$ cat src/common/rscb_pkg.sv
// Package of constants for the reset source combiner with brown-out control
package rscb_pkg;
   // APB byte offsets
   localparam logic [11:0] OFF_CAUSE  = 12'h000;
   localparam logic [11:0] OFF_CONFIG = 12'h004;
   localparam logic [11:0] OFF_STATUS = 12'h008;
   localparam logic [11:0] OFF_IRQST  = 12'h00C;
   localparam logic [11:0] OFF_IRQMSK = 12'h010;
   localparam logic [11:0] OFF_RETAIN = 12'h014;
   localparam logic [11:0] OFF_CALIB  = 12'h018;
   localparam logic [11:0] OFF_NVCTRL = 12'h01C;
   // Cause register bit positions
   localparam int B_POR    = 0;
   localparam int B_BOR    = 1;
   localparam int B_SWR    = 6;
   localparam int B_EXTR   = 7;
   localparam int B_WDT    = 4;
   localparam int B_SW_BROWNOUT_ENABLE = 13;
   localparam int B_IOP    = 14;
   localparam int B_TRAP   = 15;
   localparam int B_UWR    = 9;
   localparam logic [15:0] CAUSE_WMASK = 16'hE2D3;
   localparam logic [15:0] CAUSE_POR_VAL = 16'h0003;
   // Brown-out mode field values
   localparam logic [1:0] BMODE_OFF = 2'h0;
   localparam logic [1:0] BMODE_SW  = 2'h1;
   // Reset source indices
   localparam int SRC_N = 8;
   localparam int S_POR = 0;
   localparam int S_EXT = 1;
   localparam int S_SWR = 2;
   localparam int S_WDT = 3;
   localparam int S_BOR = 4;
   localparam int S_TRP = 5;
   localparam int S_IOP = 6;
   localparam int S_UWR = 7;
   // Power-up delay time
   localparam int CLK_MHZ = 100;
   localparam int POWERUP_DELAY_TIMER_US = 64;
   localparam int POWERUP_DELAY_TIMER_CYC = POWERUP_DELAY_TIMER_US * CLK_MHZ;
   localparam int POWERUP_DELAY_TIMER_W = 16;
   localparam logic [31:0] RESET_WORD = 32'h0000_0000;
   typedef enum logic [2:0] {
      RSCB_HOLD = 3'b001,
      RSCB_WCLK = 3'b010,
      RSCB_RUN  = 3'b100
   } rscb_state_e;
endpackage : rscb_pkg

$ cat src/design/rscb_powerup_delay_timer.sv
// Power-up delay counter, restarts whenever brown-out is active while its enable is set
`timescale 1ns/1ps
module rscb_powerup_delay_timer #(
   parameter int unsigned DELAY = rscb_pkg::POWERUP_DELAY_TIMER_CYC
) (
   input  wire logic pclk,
   input  wire logic presetn,
   input  wire logic enable,
   input  wire logic restart,
   output logic      busy
);
   logic [rscb_pkg::POWERUP_DELAY_TIMER_W-1:0] cnt_r;
   always_ff @(posedge pclk or negedge presetn) begin
      if (!presetn) begin
         cnt_r <= '0;
      end else if (restart && enable) begin
         cnt_r <= rscb_pkg::POWERUP_DELAY_TIMER_W'(DELAY);
      end else if (cnt_r != '0) begin
         cnt_r <= cnt_r - 1'b1;
      end
   end
   assign busy = (cnt_r != '0);
endmodule : rscb_powerup_delay_timer

$ cat src/design/rscb_sync_pulse.sv
// Rising edge detector for one reset request
`timescale 1ns/1ps
module rscb_sync_pulse (
   input  wire logic pclk,
   input  wire logic presetn,
   input  wire logic level,
   output logic      rise
);
   logic prev_r;
   always_ff @(posedge pclk or negedge presetn) begin
      if (!presetn) begin
         prev_r <= 1'b0;
      end else begin
         prev_r <= level;
      end
   end
   assign rise = level & ~prev_r;
endmodule : rscb_sync_pulse

$ cat src/design/rscb_top.sv
// Reset source combiner with brown-out control and cause flags
//
// Local design decisions: the register addresses and the APB register port.
`timescale 1ns/1ps
module rscb_top #(
   parameter int unsigned POWERUP_DELAY_TIMER_DELAY = rscb_pkg::POWERUP_DELAY_TIMER_CYC
) (
   input  wire logic        pclk,
   input  wire logic        presetn,
   input  wire logic [11:0] paddr,
   input  wire logic        psel,
   input  wire logic        penable,
   input  wire logic        pwrite,
   input  wire logic [31:0] pwdata,
   input  wire logic [3:0]  pstrb,
   output logic [31:0]      prdata,
   output logic             pready,
   output logic             pslverr,
   input  wire logic        external_reset_pin,
   input  wire logic        sw_reset_req,
   input  wire logic        watchdog_req,
   input  wire logic        trap_conflict_req,
   input  wire logic        illegal_opcode_req,
   input  wire logic        uninit_wreg_req,
   input  wire logic        supply_low,
   input  wire logic [6:0]  reset_config_word,
   input  wire logic        powerup_timer_en,
   input  wire logic        clock_fail_monitor_en,
   input  wire logic        clock_valid,
   output logic [1:0]       brownout_level_out,
   output logic             system_reset_out,
   output logic             cpu_run,
   output logic             fast_osc_select,
   output logic             irq
);
   ////////////////////////////////////////////////////////////////////////////
   // Brown-out and source combination
   // config fields
   wire [1:0] brownout_level_field = reset_config_word[6:5];
   wire [1:0] brownout_mode_field  = reset_config_word[1:0];
   wire       mode_sw = (brownout_mode_field == rscb_pkg::BMODE_SW);
   logic [15:0] cause_r;
   wire bor_on = (brownout_mode_field != rscb_pkg::BMODE_OFF) &&
                 (!mode_sw || cause_r[rscb_pkg::B_SW_BROWNOUT_ENABLE]);
   wire bor_act = bor_on & supply_low;
   wire powerup_delay_timer_busy;
   // delay restarts only when its own enable is set
   rscb_powerup_delay_timer #(.DELAY(POWERUP_DELAY_TIMER_DELAY)) u_powerup_delay_timer (
      .pclk    (pclk),
      .presetn (presetn),
      .enable  (powerup_timer_en),
      .restart (bor_act),
      .busy    (powerup_delay_timer_busy)
   );
   logic por_pend_r;
   wire [rscb_pkg::SRC_N-1:0] src;
   assign src[rscb_pkg::S_POR] = por_pend_r;
   assign src[rscb_pkg::S_EXT] = external_reset_pin;
   assign src[rscb_pkg::S_SWR] = sw_reset_req;
   assign src[rscb_pkg::S_WDT] = watchdog_req;
   assign src[rscb_pkg::S_BOR] = bor_act | powerup_delay_timer_busy;
   assign src[rscb_pkg::S_TRP] = trap_conflict_req;
   assign src[rscb_pkg::S_IOP] = illegal_opcode_req;
   assign src[rscb_pkg::S_UWR] = uninit_wreg_req;
   wire [rscb_pkg::SRC_N-1:0] rise;
   genvar gi;
   generate
      for (gi = 0; gi < rscb_pkg::SRC_N; gi++) begin : g_edge
         rscb_sync_pulse u_edge (
            .pclk    (pclk),
            .presetn (presetn),
            .level   (src[gi]),
            .rise    (rise[gi])
         );
      end
   endgenerate
   wire any_src = |src;
   ////////////////////////////////////////////////////////////////////////////
   // APB decode
   wire acc    = psel & penable;
   wire wr     = acc & pwrite;
   wire rd     = acc & ~pwrite;
   wire hit_ca = (paddr == rscb_pkg::OFF_CAUSE);
   wire hit_cf = (paddr == rscb_pkg::OFF_CONFIG);
   wire hit_st = (paddr == rscb_pkg::OFF_STATUS);
   wire hit_is = (paddr == rscb_pkg::OFF_IRQST);
   wire hit_im = (paddr == rscb_pkg::OFF_IRQMSK);
   wire hit_rt = (paddr == rscb_pkg::OFF_RETAIN);
   wire hit_cb = (paddr == rscb_pkg::OFF_CALIB);
   wire hit_nv = (paddr == rscb_pkg::OFF_NVCTRL);
   wire hit_any = hit_ca | hit_cf | hit_st | hit_is | hit_im | hit_rt | hit_cb | hit_nv;
   wire [15:0] wlo = {pstrb[1] ? pwdata[15:8] : 8'h00, pstrb[0] ? pwdata[7:0] : 8'h00};
   wire [15:0] wmk = {{8{pstrb[1]}}, {8{pstrb[0]}}};
   ////////////////////////////////////////////////////////////////////////////
   // Cause flags
   wire [15:0] hw_set = {rise[rscb_pkg::S_TRP], rise[rscb_pkg::S_IOP], 4'h0,
                         rise[rscb_pkg::S_UWR], 1'b0, rise[rscb_pkg::S_EXT],
                         rise[rscb_pkg::S_SWR], 1'b0, rise[rscb_pkg::S_WDT],
                         2'h0, rise[rscb_pkg::S_BOR], 1'b0};
   wire [15:0] sw_mask = (wr && hit_ca) ? (wmk & rscb_pkg::CAUSE_WMASK) : 16'h0000;
   wire [15:0] cause_nxt = ((cause_r & ~sw_mask) | (wlo & sw_mask)) | hw_set;
   // software bit reads zero outside mode 01
   wire [15:0] cause_view = mode_sw ? cause_r
                          : (cause_r & ~(16'h0001 << rscb_pkg::B_SW_BROWNOUT_ENABLE));
   always_ff @(posedge pclk or negedge presetn) begin
      if (!presetn) begin
         cause_r <= rscb_pkg::CAUSE_POR_VAL;
      end else begin
         cause_r <= cause_nxt;
      end
   end
   always_ff @(posedge pclk or negedge presetn) begin
      if (!presetn) begin
         por_pend_r <= 1'b1;
      end else begin
         por_pend_r <= 1'b0;
      end
   end
   ////////////////////////////////////////////////////////////////////////////
   // Retained and power-on-only registers
   // retained word: never touched by system reset
   logic [31:0] retain_r;
   logic [15:0] calib_r;
   logic [15:0] nvctrl_r;
   logic [7:0]  irq_st_r;
   logic [7:0]  irq_mk_r;
   always_ff @(posedge pclk) begin
      if (wr && hit_rt) begin
         retain_r <= pwdata;
      end
   end
   always_ff @(posedge pclk or negedge presetn) begin
      if (!presetn) begin
         calib_r  <= 16'h0000;
         nvctrl_r <= 16'h0000;
      end else begin
         if (wr && hit_cb) begin
            calib_r <= (calib_r & ~wmk) | wlo;
         end
         if (wr && hit_nv) begin
            nvctrl_r <= (nvctrl_r & ~wmk) | wlo;
         end
      end
   end
   ////////////////////////////////////////////////////////////////////////////
   // Interrupt: read of status clears, set wins
   // Clear only the bits the read returned, so an event landing mid-read is kept
   wire [7:0] irq_clr = (rd && hit_is) ? prdata[7:0] : 8'h00;
   always_ff @(posedge pclk or negedge presetn) begin
      if (!presetn) begin
         irq_st_r <= 8'h00;
         irq_mk_r <= 8'h00;
      end else begin
         irq_st_r <= (irq_st_r & ~irq_clr) | rise;
         if (wr && hit_im) begin
            irq_mk_r <= pwdata[7:0];
         end
      end
   end
   ////////////////////////////////////////////////////////////////////////////
   // Release sequence
   rscb_pkg::rscb_state_e st_r, st_nxt;
   always_comb begin
      st_nxt = st_r;
      case (st_r)
         rscb_pkg::RSCB_HOLD: if (!any_src) st_nxt = rscb_pkg::RSCB_WCLK;
         rscb_pkg::RSCB_WCLK: begin
            if (any_src) st_nxt = rscb_pkg::RSCB_HOLD;
            else if (clock_valid || clock_fail_monitor_en) st_nxt = rscb_pkg::RSCB_RUN;
         end
         rscb_pkg::RSCB_RUN: if (any_src) st_nxt = rscb_pkg::RSCB_HOLD;
         default: st_nxt = rscb_pkg::RSCB_HOLD;
      endcase
   end
   logic [31:0] rdata_nxt;
   always_comb begin
      rdata_nxt = 32'h0000_0000;
      case (1'b1)
         hit_ca: rdata_nxt = {16'h0000, cause_view};
         hit_cf: rdata_nxt = {25'h0, reset_config_word};
         hit_st: rdata_nxt = {24'h0, bor_act, powerup_delay_timer_busy, fast_osc_select,
                              cpu_run, 1'b0, st_r};
         hit_is: rdata_nxt = {24'h0, irq_st_r};
         hit_im: rdata_nxt = {24'h0, irq_mk_r};
         hit_rt: rdata_nxt = retain_r;
         hit_cb: rdata_nxt = {16'h0000, calib_r};
         hit_nv: rdata_nxt = {16'h0000, nvctrl_r};
         default: rdata_nxt = 32'h0000_0000;
      endcase
   end
   always_ff @(posedge pclk or negedge presetn) begin
      if (!presetn) begin
         st_r               <= rscb_pkg::RSCB_HOLD;
         system_reset_out   <= 1'b1;
         cpu_run            <= 1'b0;
         fast_osc_select    <= 1'b0;
         irq                <= 1'b0;
         brownout_level_out <= 2'h0;
         prdata             <= rscb_pkg::RESET_WORD;
         pready             <= 1'b0;
         pslverr            <= 1'b0;
      end else begin
         st_r               <= st_nxt;
         system_reset_out   <= any_src;
         cpu_run            <= (st_nxt == rscb_pkg::RSCB_RUN);
         // switch when no valid clock at release
         if (st_r == rscb_pkg::RSCB_WCLK && st_nxt == rscb_pkg::RSCB_RUN) begin
            fast_osc_select <= ~clock_valid;
         end
         irq                <= |((irq_st_r & ~irq_clr | rise) & irq_mk_r);
         brownout_level_out <= brownout_level_field;
         pready             <= psel & ~penable;
         pslverr            <= psel & ~penable & ~hit_any;
         if (psel && !penable && !pwrite) begin
            prdata <= rdata_nxt;
         end
      end
   end

   ////////////////////////////////////////////////////////////////////////////
   // Helper count for the delay length check
   logic [rscb_pkg::POWERUP_DELAY_TIMER_W-1:0] powerup_delay_timer_seen_r;
   always_ff @(posedge pclk or negedge presetn) begin
      if (!presetn) begin
         powerup_delay_timer_seen_r <= '0;
      end else if (bor_act || !powerup_delay_timer_busy) begin
         powerup_delay_timer_seen_r <= '0;
      end else begin
         powerup_delay_timer_seen_r <= powerup_delay_timer_seen_r + 1'b1;
      end
   end
endmodule : rscb_top

$ cat config.mk
export PLATFORM = sky130hd
export DESIGN_NAME = rscb_top
export DESIGN_NICKNAME = d
export VERILOG_FILES = /design/src/common/rscb_pkg.sv /design/src/design/rscb_powerup_delay_timer.sv /design/src/design/rscb_sync_pulse.sv /design/src/design/rscb_top.sv
export SDC_FILE = /design/constraint.sdc
export NUM_CORES = 1
export LEC_CHECK = 0
export ABC_AREA = 1
export BUFFER_PORTS_ARGS = -buffer_cell sky130_fd_sc_hd__buf_2
export CORE_ASPECT_RATIO = 0.75
export CORE_MARGIN = 2
export CORE_UTILIZATION = 36
export CTS_BUF_LIST = sky130_fd_sc_hd__clkbuf_2 sky130_fd_sc_hd__clkbuf_4 sky130_fd_sc_hd__clkbuf_8
export DETAILED_ROUTE_END_ITERATION = 10
export PLACE_DENSITY = 0.66
export SLEW_MARGIN = 20
export SYNTH_ARGS = -nofsm -noshare
export SYNTH_HDL_FRONTEND = slang
export SYNTH_HIERARCHICAL = 1
export SYNTH_SLANG_ARGS = --single-unit
$ cat constraint.sdc
create_clock -name pclk -period 2.3 [get_ports pclk]
set_clock_uncertainty 0.05 [all_clocks]
set_input_delay 0.46 -clock pclk [delete_from_list [all_inputs] [get_ports pclk]]
set_output_delay 0.46 -clock pclk [all_outputs]
set_load 0.1 [all_outputs]
After elaboration in Yosys (flattened, before gate mapping):

Cells that the tools add are included.

* flip-flop bits (word level): 164
* input port bits: 70

* add/sub/neg operators: 1
* equal/unequal tests: 12
* muxes and demuxes: 20
* bitwise logic cells: 48
* reduce and logical (&&, ||, !) cells: 22

Operators by type and width (number)
* 2-to-1 mux 32 bit: 6
* 2-to-1 mux 16 bit: 5
* bitwise AND 16 bit: 4
* bitwise OR 16 bit: 4
* == test 12 x 5 -> 1 bit (second input constant): 4
* inverter 16 bit: 2
* == test 12 x 4 -> 1 bit (second input constant): 2
* 2-to-1 mux 8 bit: 3
* bitwise AND 8 bit: 2
* nonzero test 16 bit: 1
* OR reduction 8 bit: 2
* subtractor 16 x 1 -> 16 bit (second input constant): 1
* bitwise AND 1 bit: 14
* 2-to-1 mux 14 bit: 1
* == test 12 x 3 -> 1 bit (second input constant): 1
* logical NOT 12 bit: 1
* 2-to-1 mux 3 bit: 4
* inverter 1 bit: 12
* logical AND 1 bit: 11
* case mux 3 bit (3 select lines): 1
* inverter 8 bit: 1
* bitwise OR 1 bit: 8
* bitwise OR 8 bit: 1
* == test 3 bit (second input constant): 2
* other kinds (6): 10

Longest topological paths before layout:

* word-level depth: 11
* gate-level depth with buffers: 15
* mapped depth without buffers: 15

Cells and area by module:

The synthesis kept the hierarchy.

By module, submodules not included
* rscb_top: times used 1, cells each 683, area each 6065.8 um2, sequential area each 3494.6 um2
* rscb_powerup_delay_timer: times used 1, cells each 148, area each 1052.3 um2, sequential area each 400.4 um2
* rscb_sync_pulse: times used 8, cells each 3, area each 35.0 um2, sequential area each 25.0 um2

Least setup slack after synthesis:

No wires, ideal clock.

* kind: input to register
* start: input port paddr[9]
* end: register retain_r[0] (enable)
* setup time: 0.461 ns
* arrival: 3.385 ns
* required time: 1.789 ns
* path slack: -1.596 ns
* cell stages on the path: 6
* cells stage by stage: nor2_2 -> nand2_4 -> nor2_2 -> nand3_1 -> buf_2 -> nor3_1

* cells in the longest elaborated chain, start to end: 2

RTL lines
* from (decl): RTL line rscb_top.sv:10 `input wire logic [11:0] paddr,`
* == test 12 x 5 -> 1 bit: RTL line rscb_top.sv:88 `wire hit_rt = (paddr == rscb_pkg::OFF_RETAIN);`
* logical AND 1 bit: RTL line rscb_top.sv:128 `if (wr && hit_rt) begin`
* to (signal assigned): RTL line rscb_top.sv:129 `retain_r <= pwdata;`
* to (decl): RTL line rscb_top.sv:122 `logic [31:0] retain_r;`

No other way between the ends.
A chain may end at the register's enable or synchronous reset.

Worst setup path after layout:

* start: register u_powerup_delay_timer/cnt_r[5] (netlist name)
* end: register fast_osc_select

* cells in the longest elaborated chain, start to end: 7
* elaborated cells between the ends (all ways): 9
* those cells by class: eq/ne (1); mux (4); bitwise (1); reduce/logical (3)

RTL lines
* from (decl): RTL line rscb_powerup_delay_timer.sv:12 `logic [rscb_pkg::POWERUP_DELAY_TIMER_W-1:0] cnt_r;`
* from (signal assigned): RTL line rscb_powerup_delay_timer.sv:17 `cnt_r <= rscb_pkg::POWERUP_DELAY_TIMER_W'(DELAY);`
* from (signal assigned): RTL line rscb_powerup_delay_timer.sv:19 `cnt_r <= cnt_r - 1'b1;`
* nonzero test 16 bit (*): RTL line rscb_powerup_delay_timer.sv:22 `assign busy = (cnt_r != '0);`
* net powerup_delay_timer_busy: RTL line rscb_top.sv:46 `wire powerup_delay_timer_busy;`
* bitwise OR 1 bit (*): RTL line rscb_top.sv:61 `assign src[rscb_pkg::S_BOR] = bor_act | powerup_delay_timer_busy;`
* net src, one bit: RTL line rscb_top.sv:56 `wire [rscb_pkg::SRC_N-1:0] src;`
* OR reduction 8 bit (*): RTL line rscb_top.sv:77 `wire any_src = |src;`
* 2-to-1 mux 3 bit (on tied branches): RTL line rscb_top.sv:171, rscb_top.sv:166, rscb_top.sv:168
* case mux 3 bit (3 select lines) (*): RTL line rscb_top.sv:165 `case (st_r)`
* net st_nxt[0]: RTL line rscb_top.sv:162 `rscb_pkg::rscb_state_e st_r, st_nxt;`
* == test 3 bit (*): RTL line rscb_top.sv:207 `if (st_r == rscb_pkg::RSCB_WCLK && st_nxt == rscb_pkg::RSCB_RUN) begin`
* logical AND 1 bit (*): RTL line rscb_top.sv:207
* to (signal assigned): RTL line rscb_top.sv:208 `fast_osc_select <= ~clock_valid;`
* to (decl): RTL line rscb_top.sv:33 `output logic fast_osc_select,`

Mark *: on every way through the listed nets, which the timed path passes. The rest lies on a longest branch.

==> impl_metrics.ini <==
[floorplan]
rows = 45
die_height_um = 128.2
die_w_um = 169.5
core_area_mm2 = 0.02021
initial_core_util = 0.3660
ioPinCount = 110
dieArea_mm2 = 0.02173

[route]
vias = 6065
drc = 0
wirelength_um = 18870
dr.first_iter.drc_count = 539
routed_via_density = 4.779
wl_per_cell_um = 14.87
drt_pass1_iterations = 5
ant_nets = 0

[setup_path]
critPathRequiredTime_ns = 2.61
path_common_cell = nand2_1
start_kind = flop
endpoint_kind = flop
arrival_ns = 2.33
worst-setup-path-type = flop to flop
crit_chain = inv_1, nand2_1, nor4_2, nand4_1, inv_1, nand2_1, nor3_2, o21ai_1, nor2_1, nand2_1, nand2_1, o21ai_1
path_delay_family = simple AND/OR/NAND/NOR gates
critPathMaxFanout = 4
cp_slowest_cell = dfrtp_1
critPathBufInv = 2
max_stage_delay_ns = 0.43

[logic_synthesis]
syn_area_per_cell_um2 = 8.653
ys_ff_latch = 157
yosysWarnings = 6
syn_inst = 855
synth-edff-count = 32
syn_area_mm2 = 0.007398
yosys_most_used_dff = dfrtp_1
syn_nets = 926
synthArstFlopShare = 0.7962
ys_seq_area_frac = 0.5535
yosysUniqueCellTypes = 43

[power_and_ir_drop]
p_total_uw = 5852
intPower_uw = 4007
p_sw_frac = 0.3152
p_per_area_mw_per_mm2 = 653.7
p_leak_uw = 0.004402
p_switching_uw = 1844
peakVddDrop_uv = 366.3
clock_power_share = 0.352
p_seq_frac = 0.518
p_comb_frac = 0.130

[cells_and_area]
synthToLayoutAreaGrowth_pct = 20.99
final_cell_mix = 269 x nand2_1, 120 x dfrtp_1, 106 x buf_2
final_common_cell = nand2_1
nets = 1069
drive_above_1_share = 0.2681
fin_util = 0.4428
num_antenna_cells = 0
final_cell_count_no_fill = 1269

[clocking]
clk_latency_ns = 0.46
clk_pin_slew_ns = 0.10
clock-sinks = 157
cts-root-buf = clkbuf_8
cts_tree = built
cts_buffer_depth = 2
cts_made_buffers = 17
post_cts_buffers = 0
cts_max_level = 4

[worst_hold_path]
hold_path.class = input port to flop

[sta]
fin_setup_tns_ns = 0
slew_headroom = 0.6545
worst_slew_pin_slew_ns = 0.5218
slew_violations = 0
rsz0062_at_grt = no
min_period_ns = 2.021
fin_crit_sh = 0.8786
fmax_ghz = 0.4949
setup_violations = 0
hold_viol = 0

[place]
dpl.hpwl_um = 14020
io_buffers = 107
dp.cells = 1236
routabilityCongestion = 0.8849

[run]
maxCapViolCount = 0

[global_routing]
antenna_found_initial = 1
grt_max_degree = 49
grt_usage = 0.1835
grt_overflow_total = 0
grt_pass1_vias = 5657
grt_first_pass_wirelength_um = 30520

[run_status]
status = finished, final reports clean
[routing by layer]
metal / up-vias / GRT usage / wire length (um)
met2: 195 / 0.2540 / 7643
met4: 0 / 0.03922 / 148
met1: 2835 / 0.2833 / 9541
li1: 3025 / - / -
met3: 10 / 0.05125 / 1539
met5: - / 0 / 0
[cell families (layout without fill, tap and decap cells)]
kind of cell,Yosys count,in the layout,synth area share
compound gates,95,95,0.07796
fa+ha+maj,1,1,0.001691
buf+inv,120,276,0.06765
flops,157,157,0.5535
other cells,1,1,0.0005069
simple gates,481,481,0.2987
[final timing paths]
| path | startpoint | end | slack, ns | cells past startpoint |
|---|---|---|---|---|
| setup reg to reg | u_powerup_delay_timer/cnt_r[5] | fast_osc_select | 0.28 | 12 |
| setup / recovery | u_powerup_delay_timer/cnt_r[5] | fast_osc_select | 0.28 | 12 |
| min in group asynchronous | presetn | pslverr | 0.40 | 2 |
| hold reg to reg | por_pend_r | g_edge[0].u_edge/prev_r | 0.36 | 0 |
| hold / removal | uninit_wreg_req | g_edge[7].u_edge/prev_r | 0.07 | 1 |
| max in group asynchronous | presetn | prdata[10] | 1.16 | 3 |
[power by group through the flow]
| stage | Sequential [uW] | Clock [uW] | Combinational (uW) |
|---|---|---|---|
| 3_3_place_gp | 3080 | 0 | 733 |
| 2_1_floorplan | 3110 | 0 | 439 |
| 5_1_grt | 3040 | 2230 | 858 |
| 6_report | 3030 | 2060 | 761 |
| 3_5_place_dp | 3080 | 0 | 745 |
| 4_1_cts | 3020 | 2120 | 748 |
[worst reg2reg max path: stages, from the launching register on]
cell	delay, ns
dfrtp_1	0.43
inv_1	0.11
nand2_1	0.12
nor4_2	0.23
nand4_1	0.13
inv_1	0.11
nand2_1	0.10
nor3_2	0.16
o21ai_1	0.13
nor2_1	0.15
nand2_1	0.09
nand2_1	0.06
o21ai_1	0.06
[cells in the mapped netlist (2+ instances only)]
library cell,instances,share of area
nand2_4,3,0.0046
nand3_1,61,0.041
nor2_4,7,0.011
nor3_4,2,0.0044
o2111ai_1,4,0.0047
o21ai_0,10,0.0068
or2_1,2,0.0017
nor4_1,2,0.0017
nand4_1,7,0.0059
dfstp_2,5,0.018
o21ai_1,40,0.027
nand2_2,3,0.0025
o211ai_1,5,0.0051
buf_6,2,0.0030
or2_2,3,0.0025
nor3_1,6,0.0041
nand3_2,6,0.0081
a21oi_1,16,0.011
nand3_4,4,0.0095
o21ai_2,16,0.019
inv_2,12,0.0061
nor2_2,26,0.022
inv_1,89,0.045
buf_2,4,0.0027
clkbuf_1,6,0.0030
nor3_2,2,0.0027
nand2_1,269,0.14
nor2_1,75,0.038
dfrtp_1,120,0.41
edfxtp_1,32,0.13
buf_4,4,0.0041
[stage by stage]
stage | area, um^2 | worst slack, ns | hold slack [ns]
4_1_cts | 8925 | 0.09194 | 0.04483
6_report | 8951 | 0.2792 | 0.07385
2_1_floorplan | 7441 | -0.07759 | 0.1144
3_3_place_gp | 8509 | 0.1656 | 0.3487
5_1_grt | 8951 | 0.03886 | 0.03585
3_5_place_dp | 8509 | 0.1070 | 0.3500
[what timing repair did]
action                     4_1_cts  5_1_grt
hold buffers                     1        0
hold endpoints to repair        18        0
setup endpoints to repair        0        1
gates resized for setup          0        6
[area by class of cell]
class                           count  area, um^2
Clock buffer                       17       234.0
Clock inverter                     15       171.4
Fill cell                        2007       11260
Inverter                          103       391.6
Multi-Input combinational cell    578        2865
Sequential cell                   157        4095
Tap cell                          258       322.8
Timing Repair Buffer              141       870.8
No activity file was read; power rests on OpenSTA's default activity.
